**src/odsc_pkg.sv**
```systemverilog
// Package of register map, field layout and encodings for the driver B sync control block
package odsc_pkg;
  localparam logic [15:0] ADDR_DRIVER_B_CONFIG = 16'h14D8;
  localparam logic [15:0] ADDR_SECONDARY_CLOCK_PATH = 16'h14D9;
  localparam logic [15:0] ADDR_SYNC_CONTROL = 16'h14DB;
  localparam logic [15:0] ADDR_SYNC_COMMAND = 16'h14DC;
  localparam logic [15:0] ADDR_SYNC_STATUS = 16'h14DD;
  localparam logic [7:0] RESET_DRIVER_B_CONFIG = 8'h00;
  localparam logic [7:0] RESET_SECONDARY_CLOCK_PATH = 8'h00;
  localparam logic [7:0] RESET_SYNC_CONTROL = 8'h00;
  localparam int BIT_BYPASS_MUTE_RETIME = 5;
  localparam int BIT_DRIVER_MODE_HI = 4;
  localparam int BIT_DRIVER_MODE_LO = 3;
  localparam int BIT_DRIVE_CURRENT_HI = 2;
  localparam int BIT_DRIVE_CURRENT_LO = 1;
  localparam int BIT_HCSL_ENABLE = 0;
  localparam int BIT_SYSTEM_CLOCK_SOURCE_TO_DIV_B = 2;
  localparam int BIT_SYSTEM_CLOCK_SOURCE_TO_DIV_A = 1;
  localparam int BIT_SYSTEM_CLOCK_SOURCE_SYNC_MASK = 0;
  localparam int BIT_REF_SYNC_ENABLE = 2;
  localparam int BIT_AUTOSYNC_HI = 1;
  localparam int BIT_AUTOSYNC_LO = 0;
  localparam int BIT_SYNC_CMD = 0;
  localparam logic [7:0] MASK_DRIVER_B_CONFIG = 8'h3F;
  localparam logic [7:0] MASK_SECONDARY_CLOCK_PATH = 8'h07;
  localparam logic [7:0] MASK_SYNC_CONTROL = 8'h07;
  localparam int RETIME_CYCLES = 2;
  typedef enum logic [1:0] {
    ODSC_MODE_DIFF = 2'h0,
    ODSC_MODE_SE_ONE_DIV = 2'h1,
    ODSC_MODE_SE_TWO_DIV = 2'h2
  } odsc_mode_e;
  typedef enum logic [1:0] {
    ODSC_AUTO_MANUAL = 2'h0,
    ODSC_AUTO_ANALOG_OUTPUT_PLL = 2'h1,
    ODSC_AUTO_PHASE = 2'h2,
    ODSC_AUTO_FREQ = 2'h3
  } odsc_autosync_e;
  typedef enum logic [2:0] {
    ODSC_ST_IDLE = 3'h1,
    ODSC_ST_ARMED = 3'h2,
    ODSC_ST_RUN = 3'h4
  } odsc_state_e;
endpackage

```
**src/odsc_sync_if.sv**
```systemverilog
// Interface carrying lock inputs and the sync event between the top and the sync engine
`timescale 1ns/1ps
interface odsc_sync_if;
  logic [1:0] autosync_mode;
  logic manual_cmd;
  logic analog_output_pll_lock;
  logic phase_lock;
  logic freq_lock;
  logic sync_event;
  logic synced;
  modport top (output autosync_mode, output manual_cmd, output analog_output_pll_lock, output phase_lock,
    output freq_lock, input sync_event, input synced);
  modport engine (input autosync_mode, input manual_cmd, input analog_output_pll_lock, input phase_lock,
    input freq_lock, output sync_event, output synced);
endinterface

```
**src/odsc_sync_engine.sv**
```systemverilog
// Autosync policy: picks a lock source and issues one sync event per rising edge
`timescale 1ns/1ps
module odsc_sync_engine (
  input wire logic sys_clk,
  input wire logic rst,
  odsc_sync_if.engine sif
);
  logic sel_lock;
  logic sel_lock_reg;
  logic event_reg;
  logic synced_reg;

  always_comb begin
    unique case (sif.autosync_mode)
      odsc_pkg::ODSC_AUTO_MANUAL: sel_lock = 1'b0;
      odsc_pkg::ODSC_AUTO_ANALOG_OUTPUT_PLL: sel_lock = sif.analog_output_pll_lock;
      odsc_pkg::ODSC_AUTO_PHASE: sel_lock = sif.phase_lock;
      odsc_pkg::ODSC_AUTO_FREQ: sel_lock = sif.freq_lock;
    endcase
  end

  always_ff @(posedge sys_clk) begin
    if (rst) begin
      sel_lock_reg <= 1'b0;
    end else begin
      sel_lock_reg <= sel_lock;
    end
  end

  // One pulse per rising edge; a held lock never retriggers while the autosync mode stays the same
  always_ff @(posedge sys_clk) begin
    if (rst) begin
      event_reg <= 1'b0;
    end else begin
      event_reg <= sif.manual_cmd | (sel_lock & ~sel_lock_reg);
    end
  end

  always_ff @(posedge sys_clk) begin
    if (rst) begin
      synced_reg <= 1'b0;
    end else if (event_reg) begin
      synced_reg <= 1'b1;
    end
  end

  assign sif.sync_event = event_reg;
  assign sif.synced = synced_reg;

  a_auto_edge_pulse: assert property (@(posedge sys_clk) disable iff (rst)
    (sel_lock && !sel_lock_reg) |=> event_reg)
    else $error("auto sync edge missed");
  a_manual_no_auto: assert property (@(posedge sys_clk) disable iff (rst)
    (sif.autosync_mode == 2'h0 && !sif.manual_cmd) |=> !event_reg)
    else $error("auto sync in manual mode");
  a_held_no_repeat: assert property (@(posedge sys_clk) disable iff (rst)
    (sel_lock_reg && sel_lock && !sif.manual_cmd) |=> !event_reg)
    else $error("held lock retriggered");
endmodule

```
**src/odsc_top.sv**
```systemverilog
// Driver B configuration and output sync control top level with register port
//
// Our own choice: strobed register access.
`timescale 1ns/1ps
// How it works
// - Mute is retimed by default; bypass bit mutes without the retiming hold.
// - Mode field picks differential, single-ended one divider, or two dividers.
// - Current field picks 7.5, 12.5 or 15 mA for both pins.
// - Style bit clear means CML, set means HCSL.
// - B path bit feeds buffered system clock into divider B.
// - A path bit feeds buffered system clock into divider A.
// - Sync mask bit blocks sync events on system clock outputs.
// - Reference sync bit enables automatic reference sync for the digital PLL.
// - Drivers stay static until a sync event has arrived.
// - Autosync 0 means no automatic sync; software issues the command.
// - Autosync 1 syncs on analog PLL lock.
// - Autosync 2 syncs on digital PLL phase lock.
// - Autosync 3 syncs on digital PLL frequency lock.
module odsc_top #(
  parameter int RETIME_CYCLES = odsc_pkg::RETIME_CYCLES
) (
  input wire logic sys_clk,
  input wire logic rst,
  input wire logic [15:0] reg_addr,
  input wire logic [7:0] reg_wdata,
  input wire logic reg_wr,
  input wire logic reg_rd,
  output logic [7:0] reg_rdata,
  input wire logic mute_req,
  input wire logic analog_output_pll_lock_pin,
  input wire logic phase_lock_pin,
  input wire logic freq_lock_pin,
  input wire logic div_a_is_system_clock_source,
  input wire logic div_b_is_system_clock_source,
  output logic chan1_driver_b_output_mute,
  output logic chan1_driver_b_output_enable,
  output logic chan1_driver_b_output_hcsl,
  output logic [1:0] chan1_driver_b_output_current,
  output logic [1:0] chan1_driver_b_output_mode,
  output logic chan1_divider_b_enable,
  output logic chan1_divider_b_complement_enable,
  output logic chan1_divider_a_system_clock_source_sel,
  output logic chan1_divider_b_system_clock_source_sel,
  output logic chan1_divider_a_sync,
  output logic chan1_divider_b_sync,
  output logic channel1_digital_pll_ref_sync_en
);
  logic [7:0] drv_cfg_reg;
  logic [7:0] sec_path_reg;
  logic [7:0] sync_ctl_reg;
  logic [7:0] rdata_reg;
  logic manual_cmd_reg;
  logic [2:0] lock_meta_reg;
  logic [2:0] lock_sync_reg;
  logic mute_meta_reg;
  logic mute_sync_reg;
  logic [7:0] mute_cnt_reg;
  logic mute_retimed_reg;
  logic mute_out_reg;
  logic en_out_reg;
  logic hcsl_reg;
  logic [1:0] cur_reg;
  logic [1:0] mode_reg;
  logic divb_en_reg;
  logic divbb_en_reg;
  logic sela_reg;
  logic selb_reg;
  logic synca_reg;
  logic syncb_reg;
  logic refsync_reg;
  logic bypass;
  logic system_clock_source_mask;
  odsc_pkg::odsc_state_e state_reg;
  odsc_pkg::odsc_state_e state_next;

  odsc_sync_if sif ();

  function automatic logic hit(input logic [15:0] a, input logic [15:0] target);
    return a == target;
  endfunction

  // Register writes
  always_ff @(posedge sys_clk) begin
    if (rst) begin
      drv_cfg_reg <= odsc_pkg::RESET_DRIVER_B_CONFIG;
      sec_path_reg <= odsc_pkg::RESET_SECONDARY_CLOCK_PATH;
      sync_ctl_reg <= odsc_pkg::RESET_SYNC_CONTROL;
    end else if (reg_wr) begin
      if (hit(reg_addr, odsc_pkg::ADDR_DRIVER_B_CONFIG)) begin
        drv_cfg_reg <= reg_wdata & odsc_pkg::MASK_DRIVER_B_CONFIG;
      end
      if (hit(reg_addr, odsc_pkg::ADDR_SECONDARY_CLOCK_PATH)) begin
        sec_path_reg <= reg_wdata & odsc_pkg::MASK_SECONDARY_CLOCK_PATH;
      end
      if (hit(reg_addr, odsc_pkg::ADDR_SYNC_CONTROL)) begin
        sync_ctl_reg <= reg_wdata & odsc_pkg::MASK_SYNC_CONTROL;
      end
    end
  end

  // Self-clearing manual sync command
  always_ff @(posedge sys_clk) begin
    if (rst) begin
      manual_cmd_reg <= 1'b0;
    end else begin
      manual_cmd_reg <= reg_wr && hit(reg_addr, odsc_pkg::ADDR_SYNC_COMMAND)
        && reg_wdata[odsc_pkg::BIT_SYNC_CMD];
    end
  end

  // Read data one cycle after the strobe, zero elsewhere and for unmapped addresses
  always_ff @(posedge sys_clk) begin
    if (rst) begin
      rdata_reg <= 8'h00;
    end else if (reg_rd) begin
      if (hit(reg_addr, odsc_pkg::ADDR_DRIVER_B_CONFIG)) begin
        rdata_reg <= drv_cfg_reg;
      end else if (hit(reg_addr, odsc_pkg::ADDR_SECONDARY_CLOCK_PATH)) begin
        rdata_reg <= sec_path_reg;
      end else if (hit(reg_addr, odsc_pkg::ADDR_SYNC_CONTROL)) begin
        rdata_reg <= sync_ctl_reg;
      end else if (hit(reg_addr, odsc_pkg::ADDR_SYNC_STATUS)) begin
        rdata_reg <= {4'h0, lock_sync_reg, sif.synced};
      end else begin
        rdata_reg <= 8'h00;
      end
    end else begin
      rdata_reg <= 8'h00;
    end
  end

  // Pins come from outside the clock domain
  always_ff @(posedge sys_clk) begin
    if (rst) begin
      lock_meta_reg <= 3'h0;
      lock_sync_reg <= 3'h0;
      mute_meta_reg <= 1'b0;
      mute_sync_reg <= 1'b0;
    end else begin
      lock_meta_reg <= {freq_lock_pin, phase_lock_pin, analog_output_pll_lock_pin};
      lock_sync_reg <= lock_meta_reg;
      mute_meta_reg <= mute_req;
      mute_sync_reg <= mute_meta_reg;
    end
  end

  assign sif.autosync_mode = sync_ctl_reg[odsc_pkg::BIT_AUTOSYNC_HI:odsc_pkg::BIT_AUTOSYNC_LO];
  assign sif.manual_cmd = manual_cmd_reg;
  assign sif.analog_output_pll_lock = lock_sync_reg[0];
  assign sif.phase_lock = lock_sync_reg[1];
  assign sif.freq_lock = lock_sync_reg[2];

  odsc_sync_engine u_engine (
    .sys_clk(sys_clk),
    .rst(rst),
    .sif(sif)
  );

  assign bypass = drv_cfg_reg[odsc_pkg::BIT_BYPASS_MUTE_RETIME];
  assign system_clock_source_mask = sec_path_reg[odsc_pkg::BIT_SYSTEM_CLOCK_SOURCE_SYNC_MASK];

  // Retiming holds a mute change until it has been stable, trading latency for no runts
  always_ff @(posedge sys_clk) begin
    if (rst) begin
      mute_cnt_reg <= 8'h00;
      mute_retimed_reg <= 1'b0;
    end else if (mute_sync_reg == mute_retimed_reg) begin
      mute_cnt_reg <= 8'h00;
    end else if (mute_cnt_reg >= 8'(RETIME_CYCLES - 1)) begin
      mute_cnt_reg <= 8'h00;
      mute_retimed_reg <= mute_sync_reg;
    end else begin
      mute_cnt_reg <= mute_cnt_reg + 8'h01;
    end
  end

  always_ff @(posedge sys_clk) begin
    if (rst) begin
      mute_out_reg <= 1'b0;
    end else begin
      mute_out_reg <= bypass ? mute_sync_reg : mute_retimed_reg;
    end
  end

  // Distribution state: drivers idle until first sync
  always_comb begin
    state_next = state_reg;
    unique case (state_reg)
      odsc_pkg::ODSC_ST_IDLE: state_next = odsc_pkg::ODSC_ST_ARMED;
      odsc_pkg::ODSC_ST_ARMED: if (sif.sync_event) state_next = odsc_pkg::ODSC_ST_RUN;
      odsc_pkg::ODSC_ST_RUN: state_next = odsc_pkg::ODSC_ST_RUN;
      default: state_next = odsc_pkg::ODSC_ST_IDLE;
    endcase
  end

  always_ff @(posedge sys_clk) begin
    if (rst) begin
      state_reg <= odsc_pkg::ODSC_ST_IDLE;
      en_out_reg <= 1'b0;
    end else begin
      state_reg <= state_next;
      en_out_reg <= (state_next == odsc_pkg::ODSC_ST_RUN);
    end
  end

  // Driver configuration outputs
  always_ff @(posedge sys_clk) begin
    if (rst) begin
      hcsl_reg <= 1'b0;
      cur_reg <= 2'h0;
      mode_reg <= 2'h0;
      divb_en_reg <= 1'b0;
      divbb_en_reg <= 1'b0;
    end else begin
      hcsl_reg <= drv_cfg_reg[odsc_pkg::BIT_HCSL_ENABLE];
      cur_reg <= drv_cfg_reg[odsc_pkg::BIT_DRIVE_CURRENT_HI:odsc_pkg::BIT_DRIVE_CURRENT_LO];
      mode_reg <= drv_cfg_reg[odsc_pkg::BIT_DRIVER_MODE_HI:odsc_pkg::BIT_DRIVER_MODE_LO];
      divb_en_reg <= 1'b1;
      divbb_en_reg <= drv_cfg_reg[odsc_pkg::BIT_DRIVER_MODE_HI:odsc_pkg::BIT_DRIVER_MODE_LO]
        == odsc_pkg::ODSC_MODE_SE_TWO_DIV;
    end
  end

  // Clock path, reference sync and masked divider sync
  always_ff @(posedge sys_clk) begin
    if (rst) begin
      sela_reg <= 1'b0;
      selb_reg <= 1'b0;
      refsync_reg <= 1'b0;
      synca_reg <= 1'b0;
      syncb_reg <= 1'b0;
    end else begin
      sela_reg <= sec_path_reg[odsc_pkg::BIT_SYSTEM_CLOCK_SOURCE_TO_DIV_A];
      selb_reg <= sec_path_reg[odsc_pkg::BIT_SYSTEM_CLOCK_SOURCE_TO_DIV_B];
      refsync_reg <= sync_ctl_reg[odsc_pkg::BIT_REF_SYNC_ENABLE];
      synca_reg <= sif.sync_event && !(system_clock_source_mask && div_a_is_system_clock_source);
      syncb_reg <= sif.sync_event && !(system_clock_source_mask && div_b_is_system_clock_source);
    end
  end

  assign reg_rdata = rdata_reg;
  assign chan1_driver_b_output_mute = mute_out_reg;
  assign chan1_driver_b_output_enable = en_out_reg;
  assign chan1_driver_b_output_hcsl = hcsl_reg;
  assign chan1_driver_b_output_current = cur_reg;
  assign chan1_driver_b_output_mode = mode_reg;
  assign chan1_divider_b_enable = divb_en_reg;
  assign chan1_divider_b_complement_enable = divbb_en_reg;
  assign chan1_divider_a_system_clock_source_sel = sela_reg;
  assign chan1_divider_b_system_clock_source_sel = selb_reg;
  assign chan1_divider_a_sync = synca_reg;
  assign chan1_divider_b_sync = syncb_reg;
  assign channel1_digital_pll_ref_sync_en = refsync_reg;

  a_bypass_mute_fast: assert property (@(posedge sys_clk) disable iff (rst)
    bypass |=> (mute_out_reg == $past(mute_sync_reg)))
    else $error("bypass mute lagged");
  a_retimed_output: assert property (@(posedge sys_clk) disable iff (rst)
    !bypass |=> (mute_out_reg == $past(mute_retimed_reg)))
    else $error("retimed mute not used");
  a_retime_hold: assert property (@(posedge sys_clk) disable iff (rst)
    (!bypass && $changed(mute_sync_reg)) |=> (mute_retimed_reg == $past(mute_retimed_reg)))
    else $error("mute not retimed");
  a_retime_passes: assert property (@(posedge sys_clk) disable iff (rst)
    (mute_sync_reg != mute_retimed_reg && mute_cnt_reg == 8'(RETIME_CYCLES - 1))
    |=> (mute_retimed_reg == $past(mute_sync_reg)))
    else $error("stable mute not passed");
  a_two_div_enable: assert property (@(posedge sys_clk) disable iff (rst)
    (drv_cfg_reg[4:3] == 2'h2) |=> divbb_en_reg)
    else $error("second divider off");
  a_one_div_single: assert property (@(posedge sys_clk) disable iff (rst)
    (drv_cfg_reg[4:3] != 2'h2) |=> !divbb_en_reg)
    else $error("second divider on");
  a_div_b_on: assert property (@(posedge sys_clk) disable iff (rst)
    1'b1 |=> divb_en_reg)
    else $error("main divider off");
  a_mode_follow: assert property (@(posedge sys_clk) disable iff (rst)
    1'b1 |=> (mode_reg == $past(drv_cfg_reg[4:3])))
    else $error("mode field lost");
  a_current_follow: assert property (@(posedge sys_clk) disable iff (rst)
    1'b1 |=> (cur_reg == $past(drv_cfg_reg[2:1])))
    else $error("current field lost");
  a_style_follow: assert property (@(posedge sys_clk) disable iff (rst)
    1'b1 |=> (hcsl_reg == $past(drv_cfg_reg[0])))
    else $error("style bit lost");
  a_system_clock_source_path_b: assert property (@(posedge sys_clk) disable iff (rst)
    sec_path_reg[2] |=> selb_reg)
    else $error("divider b path off");
  a_path_b_off: assert property (@(posedge sys_clk) disable iff (rst)
    !sec_path_reg[2] |=> !selb_reg)
    else $error("divider b path stuck on");
  a_system_clock_source_path_a: assert property (@(posedge sys_clk) disable iff (rst)
    sec_path_reg[1] |=> sela_reg)
    else $error("divider a path off");
  a_path_a_off: assert property (@(posedge sys_clk) disable iff (rst)
    !sec_path_reg[1] |=> !sela_reg)
    else $error("divider a path stuck on");
  a_mask_blocks_sync: assert property (@(posedge sys_clk) disable iff (rst)
    (system_clock_source_mask && div_b_is_system_clock_source) |=> !syncb_reg)
    else $error("masked sync passed");
  a_mask_blocks_a: assert property (@(posedge sys_clk) disable iff (rst)
    (system_clock_source_mask && div_a_is_system_clock_source) |=> !synca_reg)
    else $error("masked sync passed on a");
  a_unmasked_b_sync: assert property (@(posedge sys_clk) disable iff (rst)
    (sif.sync_event && !div_b_is_system_clock_source) |=> syncb_reg)
    else $error("unmasked divider missed sync");
  a_ref_sync_follow: assert property (@(posedge sys_clk) disable iff (rst)
    sync_ctl_reg[2] |=> refsync_reg)
    else $error("ref sync off");
  a_ref_sync_off: assert property (@(posedge sys_clk) disable iff (rst)
    !sync_ctl_reg[2] |=> !refsync_reg)
    else $error("ref sync stuck on");
  a_static_until_sync: assert property (@(posedge sys_clk) disable iff (rst)
    (!sif.synced && !sif.sync_event) |=> !en_out_reg)
    else $error("driver ran early");
  a_enable_after_sync: assert property (@(posedge sys_clk) disable iff (rst)
    sif.sync_event |=> en_out_reg)
    else $error("driver still static after sync");
  a_enable_latched: assert property (@(posedge sys_clk) disable iff (rst)
    en_out_reg |=> en_out_reg)
    else $error("driver stopped after sync");
  a_manual_cmd_set: assert property (@(posedge sys_clk) disable iff (rst)
    (reg_wr && reg_addr == odsc_pkg::ADDR_SYNC_COMMAND && reg_wdata[odsc_pkg::BIT_SYNC_CMD])
    |=> manual_cmd_reg)
    else $error("sync command lost");
  a_manual_event: assert property (@(posedge sys_clk) disable iff (rst)
    manual_cmd_reg |=> sif.sync_event)
    else $error("manual command gave no event");
  a_manual_sync_runs: assert property (@(posedge sys_clk) disable iff (rst)
    manual_cmd_reg |-> ##[1:3] en_out_reg)
    else $error("manual sync failed");
  a_sync_both_div: assert property (@(posedge sys_clk) disable iff (rst)
    (sif.sync_event && !system_clock_source_mask) |=> (synca_reg && syncb_reg))
    else $error("dividers not synced together");
  a_idle_no_sync: assert property (@(posedge sys_clk) disable iff (rst)
    !sif.sync_event |=> (!synca_reg && !syncb_reg))
    else $error("divider sync without event");
  a_rdata_idle_zero: assert property (@(posedge sys_clk) disable iff (rst)
    !reg_rd |=> (rdata_reg == 8'h00))
    else $error("read data outside read cycle");
  a_drv_cfg_read: assert property (@(posedge sys_clk) disable iff (rst)
    (reg_rd && reg_addr == odsc_pkg::ADDR_DRIVER_B_CONFIG)
    |=> (rdata_reg == $past(drv_cfg_reg)))
    else $error("driver config read wrong");
  a_status_read: assert property (@(posedge sys_clk) disable iff (rst)
    (reg_rd && reg_addr == odsc_pkg::ADDR_SYNC_STATUS)
    |=> (rdata_reg[0] == $past(sif.synced)))
    else $error("synced status read wrong");
endmodule

```
**config.mk**
```make
export PLATFORM = sky130hd
export DESIGN_NAME = odsc_top
export DESIGN_NICKNAME = d
export VERILOG_FILES = /design/src/odsc_pkg.sv /design/src/odsc_sync_if.sv /design/src/odsc_sync_engine.sv /design/src/odsc_top.sv
export SDC_FILE = /design/constraint.sdc
export NUM_CORES = 1
export LEC_CHECK = 0
export BUFFER_PORTS_ARGS = -buffer_cell sky130_fd_sc_hd__buf_2
export CORE_MARGIN = 8
export CORE_UTILIZATION = 30
export DETAILED_ROUTE_END_ITERATION = 8
export SYNTH_ARGS = -nofsm -noshare
export SYNTH_HDL_FRONTEND = slang
export SYNTH_SLANG_ARGS = --single-unit
```
**constraint.sdc**
```tcl
create_clock -name sys_clk -period 2.4 [get_ports sys_clk]
set_clock_uncertainty 0.2 [all_clocks]
set_input_delay 0.24 -clock sys_clk [delete_from_list [all_inputs] [get_ports sys_clk]]
set_output_delay 0.24 -clock sys_clk [all_outputs]
set_load 0.005 [all_outputs]
```
Word level (Yosys, flattened, before mapping)
Index checks and enable logic that the tools add are counted.
W data, S select, Z words.
- add/subtract/negate cells: 1
- equality and inequality tests: 14
- $lt $le $gt $ge: 1
- bitwise logic cells: 5
- multiplexer cells: 9
- reduce and logical (&&, ||, !) cells: 16
- operators with widths (kind ; number):
    $eq A16 B13 Y1 const B ; 5
    $mux W4 ; 3
    $pmux W3 S3 ; 1
    $add A8 B1 Y8 const B ; 1
    $ge A8 B1 Y1 const B ; 1
    $reduce_and A2 Y1 ; 4
    $eq A2 B2 Y1 const B ; 3
    $eq A3 B3 Y1 const B ; 2
    $logic_and A1 B1 Y1 ; 6
    $mux W6 ; 1
    $reduce_or A5 Y1 ; 1
    $pmux W1 S4 ; 1
    $eq A3 B1 Y1 const B ; 1
    $eq A3 B2 Y1 const B ; 1
    $mux W3 ; 1
    $not A1 Y1 ; 3
    $reduce_or A3 Y1 ; 1
    $eq A2 B1 Y1 const B ; 1
    $logic_not A1 Y1 ; 2
    $logic_not A2 Y1 ; 1
    $mux W1 ; 2
    $reduce_or A2 Y1 ; 1
    $and A1 B1 Y1 ; 1
    $eq A1 B1 Y1 ; 1
    $or A1 B1 Y1 ; 1
- logic and storage cells: 74
- register bits: 58
- output and inout port bits: 22

Longest topological paths before layout
- depth after elaboration: 5
- gate-level depth with buffers: 7
- mapped depth without buffers: 6

Hierarchy
From an unflattened synthesis, not the netlist that was laid out.
- cell total of the unflattened synthesis: 211
- area, all modules: 2104.5 um2
- modules (own cells, without submodules) (module ; times used ; cells each ; area each (um2) ; sequential area each (um2)):
    odsc_top ; 1 ; 198 ; 1969.4 ; 1061.0
    odsc_sync_engine ; 1 ; 13 ; 135.1 ; 60.1

Worst setup path before layout
Ideal clock, no wire load.
- kind: in2reg
- start: input port reg_addr[9]
- end: register drv_cfg_reg[3]
- stages: 5
- path slack: 0.377 ns
- data arrival time: 1.699 ns
- cell sequence: or4b_4 -> nor3_1 -> and3_1 -> buf_6 -> mux2_1
- word-level cells in the longest chain between the ends: 2
- RTL lines (what ; line ; text):
    start, declared ; odsc_top.sv:24 ; input wire logic [15:0] reg_addr,
    $eq A16 B13 Y1 ; odsc_top.sv:79 ; return a == target;
    $reduce_and A2 Y1 (no source line) ; -- ;
    end signal, assigned ; odsc_top.sv:85 ; drv_cfg_reg <= odsc_pkg::RESET_DRIVER_B_CONFIG;
    end signal, assigned ; odsc_top.sv:90 ; drv_cfg_reg <= reg_wdata & odsc_pkg::MASK_DRIVER_B_CONFIG;
    end, declared ; odsc_top.sv:48 ; logic [7:0] drv_cfg_reg;
No other way between the ends.
A chain may end at the register's enable or synchronous reset.

Final worst setup path
- start: input port reg_addr[1]
- end: register rdata_reg[1] (netlist: reg_rdata[1])
- word-level cells in the longest chain between the ends: 5
- elaborated cells on any way between the ends: 8
- those cells by class: eq/ne (4); mux (4)
- RTL lines (what ; line ; text):
    $eq A16 B13 Y1 ; odsc_top.sv:79 ;
    $mux W4 ; odsc_top.sv:122 ; end else if (hit(reg_addr, odsc_pkg::ADDR_SYNC_STATUS)) begin
    $mux W4 ; odsc_top.sv:120 ; end else if (hit(reg_addr, odsc_pkg::ADDR_SYNC_CONTROL)) begin
    $mux W4 ; odsc_top.sv:118 ; end else if (hit(reg_addr, odsc_pkg::ADDR_SECONDARY_CLOCK_PATH)) begin
    $mux W6 * ; odsc_top.sv:116 ; if (hit(reg_addr, odsc_pkg::ADDR_DRIVER_B_CONFIG)) begin
    end signal, assigned ; odsc_top.sv:117 ; rdata_reg <= drv_cfg_reg;
    end signal, assigned ; odsc_top.sv:119 ; rdata_reg <= sec_path_reg;
    end signal, assigned ; odsc_top.sv:121 ; rdata_reg <= sync_ctl_reg;
    end, declared ; odsc_top.sv:51 ; logic [7:0] rdata_reg;
Mark *: on every way between the ends. The rest lies on a longest branch, timed or not.

==> summary by stage <==
Logic synthesis
Sorting the synthesized cells by area gives the leading types as sky130_fd_sc_hd__dfxtp_1, sky130_fd_sc_hd__mux2i_1, sky130_fd_sc_hd__nand2_1, sky130_fd_sc_hd__nor2b_1, sky130_fd_sc_hd__nor2_1. The most used flip-flop cell after synthesis is sky130_fd_sc_hd__dfxtp_1. The synthesized design contains 0 enable-type register cells.

The mapped netlist covers 2030 µm². For this run, the number of Yosys warnings is 0. A synthesized cell averages 10.1 µm². After technology mapping, the gate count stands at 201. The area share of the largest cell type after synthesis is 0.552. The sequential-to-total area share from yosys stat is 0.552. The cell taking the most area after synthesis is sky130_fd_sc_hd__dfxtp_1. Yosys mapped the design onto 38 distinct sky130hd cell types. Counting flops and latches in the post-synthesis netlist gives 56. The proportion of register bits with asynchronous set or reset after synthesis is 0.

STA
The number of setup violations in the final report is 0. The final critical path time including I/O delays and setup is 1.82 ns. The worst relative slew slack is 0.568. Setup slack closes at 0.583 ns.

Setup total negative slack on the finished layout was measured at 0 ns. Setup repair after global routing left no endpoint under its margin. At the pin with the least slew margin, the transition time is 0.639 ns. The final hold violation count is 0. Static timing analysis puts the maximum clock frequency at 0.550 GHz.

The post-route clock period utilization is 0.757. The final-report max-slew violation count is 0.

GRT
The largest net degree at the start of global routing is 21. The first global-routing pass estimated 7.45 mm of wire. The combined global-route utilization of all metal layers is 0.0945.

After global routing the overflow that remains totals 0. The initial antenna violation count is 0. The number of global-route vias before repair is 1598.

Critical path
The endpoint kind of the worst setup timing path is a flop. The cell with the biggest individual delay on the critical path is sky130_fd_sc_hd__dlygate4sd3_1. Traced cell by cell, the critical path runs through dlygate4sd3_1, buf_2, nand3b_1, nor4_1, nand4_1, a2bb2oi_1. The required time of the worst setup path is 2.45 ns. For the worst setup path, the data arrival time is 1.86 ns.

The worst register-to-register path has a depth of 5. The stage delay of the slowest cell on the critical path is 0.52 ns. The endpoint of the most critical register-to-register path is mute_cnt_reg[1]$_SDFF_PP0_. The setup slack of the worst register-to-register path is 0.76 ns. The critical path is of the primary input to flop type. Of all nets on the critical path, the largest fanout is 8.

The kind of start point of the critical path is a primary input. The worst reg2reg path startpoint is mute_cnt_reg[1]$_SDFF_PP0_.

Layout
With fillers left out, the area of the finished cells amounts to 2570 µm². The number of antenna cells inserted is 0. The net count of the finished layout is 306.

The area added between synthesis and finish is 26.5%. The number of fill cells in the layout is 702. In the final layout, the share of cells above drive strength 1 is 0.252. The flip-flop count of the largest register after layout is 8.

Clock tree
The worst-skew pair later-pin latency is 0.31 ns. The number of buffers inserted by hold repair at cts is 10. Clock-pin slew was measured on the worst setup and hold paths at 0.11 ns. The total clock sinks is 56. TritonCTS created 5 clock buffers.

Gates resized during post-CTS repair numbered 0. The tree is rooted in a sky130_fd_sc_hd__clkbuf_8. TritonCTS built the clock tree. The number of post-CTS setup repair buffers is 0. The number of H-tree levels is 2. The maximum number of buffers from clock root to sink is 2.

Drt
The aggregate routed wire length is 4.36 mm. In the routed layout, each cell is associated on average with a via count of 4.40. The routed length per placed instance is 12.5 µm. The detailed-router iteration count before antenna repair is 4. The final route contains 1539 vias. For this block, the initial DRC count from the detailed router was 43. The count of antenna-violating nets left after detailed routing is 0. The residual DRC count is 0.

Power
The peak supply drop is 0.216 mV. For this design the static power due to leakage is 1.17 nW. The power per unit of standard cell area is 617 nW/µm². The total power consumption of the routed design is 1.59 mW.

Floorplanning
Pin placement for this block handled 56 I/O pins. The core area is 6680 µm². The floorplan step defined a die boundary enclosing 9660 µm². The floorplan has 30 rows. The die is 98.3 µm wide. The die extent in y is 98.3 µm. The effective utilization at floorplan is 0.304.

Placement
After detailed placement, the total cell area comes to 2380 µm². The detailed placement HPWL is 3.26 mm. Input and output buffers added on the ports amount to 51. Timing analysis after detailed placement gives a worst setup slack of 0.278 ns. The weighted congestion reported at the end of routability-driven placement is 0.798.

Run
Max-cap violations in this run came to 0.

Worst hold path
The number of stages on the worst hold path is 2. The hold path startpoint is reg_addr[0]. The worst hold path belongs to the class primary input to flop. The endpoint with the worst hold slack is manual_cmd_reg$_SDFF_PP0_.

Outcome
The run finished with clean final reports.
## worst max-delay path, delay by kind of cell
family | cells | cell delay (ns)
and+or+nand+nor | 3 | 0.73
buffers and inverters | 2 | 0.70
AOI/OAI and AO/OA | 1 | 0.20
## placed cells by master (no fill, tap or decap)
cell,instances
sky130_fd_sc_hd__dfxtp_1,56
sky130_fd_sc_hd__buf_2,51
sky130_fd_sc_hd__nand2_1,25
sky130_fd_sc_hd__nor2_1,14
sky130_fd_sc_hd__inv_1,13
sky130_fd_sc_hd__nor2b_1,12
sky130_fd_sc_hd__mux2i_1,12
sky130_fd_sc_hd__dlygate4sd3_1,10
sky130_fd_sc_hd__conb_1,7
sky130_fd_sc_hd__a21oi_1,6
sky130_fd_sc_hd__nor3_1,5
sky130_fd_sc_hd__clkbuf_8,5
sky130_fd_sc_hd__nand4b_1,4
sky130_fd_sc_hd__nand4_1,4
sky130_fd_sc_hd__a2bb2oi_1,4
sky130_fd_sc_hd__nand3b_1,3
sky130_fd_sc_hd__nand3_1,3
sky130_fd_sc_hd__ha_1,3
sky130_fd_sc_hd__buf_4,3
sky130_fd_sc_hd__or4b_4,2
sky130_fd_sc_hd__nor4b_1,2
sky130_fd_sc_hd__nor4_1,2
sky130_fd_sc_hd__nor3b_1,2
sky130_fd_sc_hd__o21ai_1,2
sky130_fd_sc_hd__and3_1,2
sky130_fd_sc_hd__a22oi_1,2
sky130_fd_sc_hd__xor2_1,2
sky130_fd_sc_hd__clkinv_2,2
sky130_fd_sc_hd__or4_4,1
sky130_fd_sc_hd__nor4b_2,1
sky130_fd_sc_hd__mux2_2,1
sky130_fd_sc_hd__o21a_1,1
sky130_fd_sc_hd__nand2b_1,1
sky130_fd_sc_hd__nor4_4,1
sky130_fd_sc_hd__nor4bb_1,1
sky130_fd_sc_hd__mux2_1,1
sky130_fd_sc_hd__xnor2_1,1
sky130_fd_sc_hd__o21ai_0,1
sky130_fd_sc_hd__o211ai_1,1
sky130_fd_sc_hd__clkinv_4,1
## power by group
part	total, mW	switching, mW	internal [mW]	leakage [nW]
combinational	0.112	0.0557	0.0562	0.667
clock	0.507	0.303	0.204	0.0479
sequential	0.966	0.0160	0.950	0.456
## per-stage QoR
step / cells / utilization / hold WS (ns)
detailed placement: 332 / 0.357 / 0.223
global route: 350 / 0.385 / 0.00915
global placement: 332 / 0.357 / 0.219
finish: 350 / 0.385 / 0.00168
CTS: 350 / 0.385 / 0.00403
floorplan: 207 / - / 0.116
## per-layer routing
layer  part of all wire  track usage
met1               0.46        0.105
met5                  0            0
met3              0.079       0.0448
met4              0.019       0.0401
met2               0.44        0.151
## layout make-up
cell class	instances	area, µm²	area share
Sequential cell	56	1120	0.436
Multi-Input combinational cell	129	836	0.325
Timing Repair Buffer	64	378	0.147
Inverter	13	48.8	0.0190
Clock buffer	5	68.8	0.0268
Tap cell	80	100	0.0389
Clock inverter	3	18.8	0.00730
## kinds of logic after synthesis
family / Yosys count / share of synthesized area
mux: 14 / 0.0702
xor+xnor: 3 / 0.0129
compound gates: 17 / 0.0542
flops: 56 / 0.552
buf+inv: 22 / 0.0480
fa+ha+maj: 3 / 0.0185
simple gates: 85 / 0.243
other cells: 1 / 0.00185
## worst max path at each step
stage	from	endpoint	cells after the start
floorplan	reg_addr[9]	drv_cfg_reg[3]$_SDFFE_PP0P_	5
global placement	reg_addr[9]	reg_rdata[1]$_SDFF_PP0_	5
detailed placement	reg_addr[13]	reg_rdata[1]$_SDFF_PP0_	5
CTS	reg_addr[1]	reg_rdata[1]$_SDFF_PP0_	6
global route	reg_addr[1]	reg_rdata[1]$_SDFF_PP0_	6
finish	reg_addr[1]	reg_rdata[1]$_SDFF_PP0_	6
## cell usage after synthesis, types with 2 or more instances
cell type / number
sky130_fd_sc_hd__dfxtp_1: 56
sky130_fd_sc_hd__nand2_1: 25
sky130_fd_sc_hd__nor2_1: 14
sky130_fd_sc_hd__inv_1: 13
sky130_fd_sc_hd__mux2i_1: 12
sky130_fd_sc_hd__nor2b_1: 12
sky130_fd_sc_hd__a21oi_1: 6
sky130_fd_sc_hd__clkbuf_1: 5
sky130_fd_sc_hd__nor3_1: 5
sky130_fd_sc_hd__a2bb2oi_1: 4
sky130_fd_sc_hd__nand4_1: 4
sky130_fd_sc_hd__nand4b_1: 4
sky130_fd_sc_hd__ha_1: 3
sky130_fd_sc_hd__nand3_1: 3
sky130_fd_sc_hd__nand3b_1: 3
sky130_fd_sc_hd__a22oi_1: 2
sky130_fd_sc_hd__and3_1: 2
sky130_fd_sc_hd__buf_4: 2
sky130_fd_sc_hd__nor3b_1: 2
sky130_fd_sc_hd__nor4_1: 2
sky130_fd_sc_hd__nor4b_1: 2
sky130_fd_sc_hd__o21ai_1: 2
sky130_fd_sc_hd__or4b_4: 2
sky130_fd_sc_hd__xor2_1: 2
No activity file was read; power rests on OpenSTA's default activity.
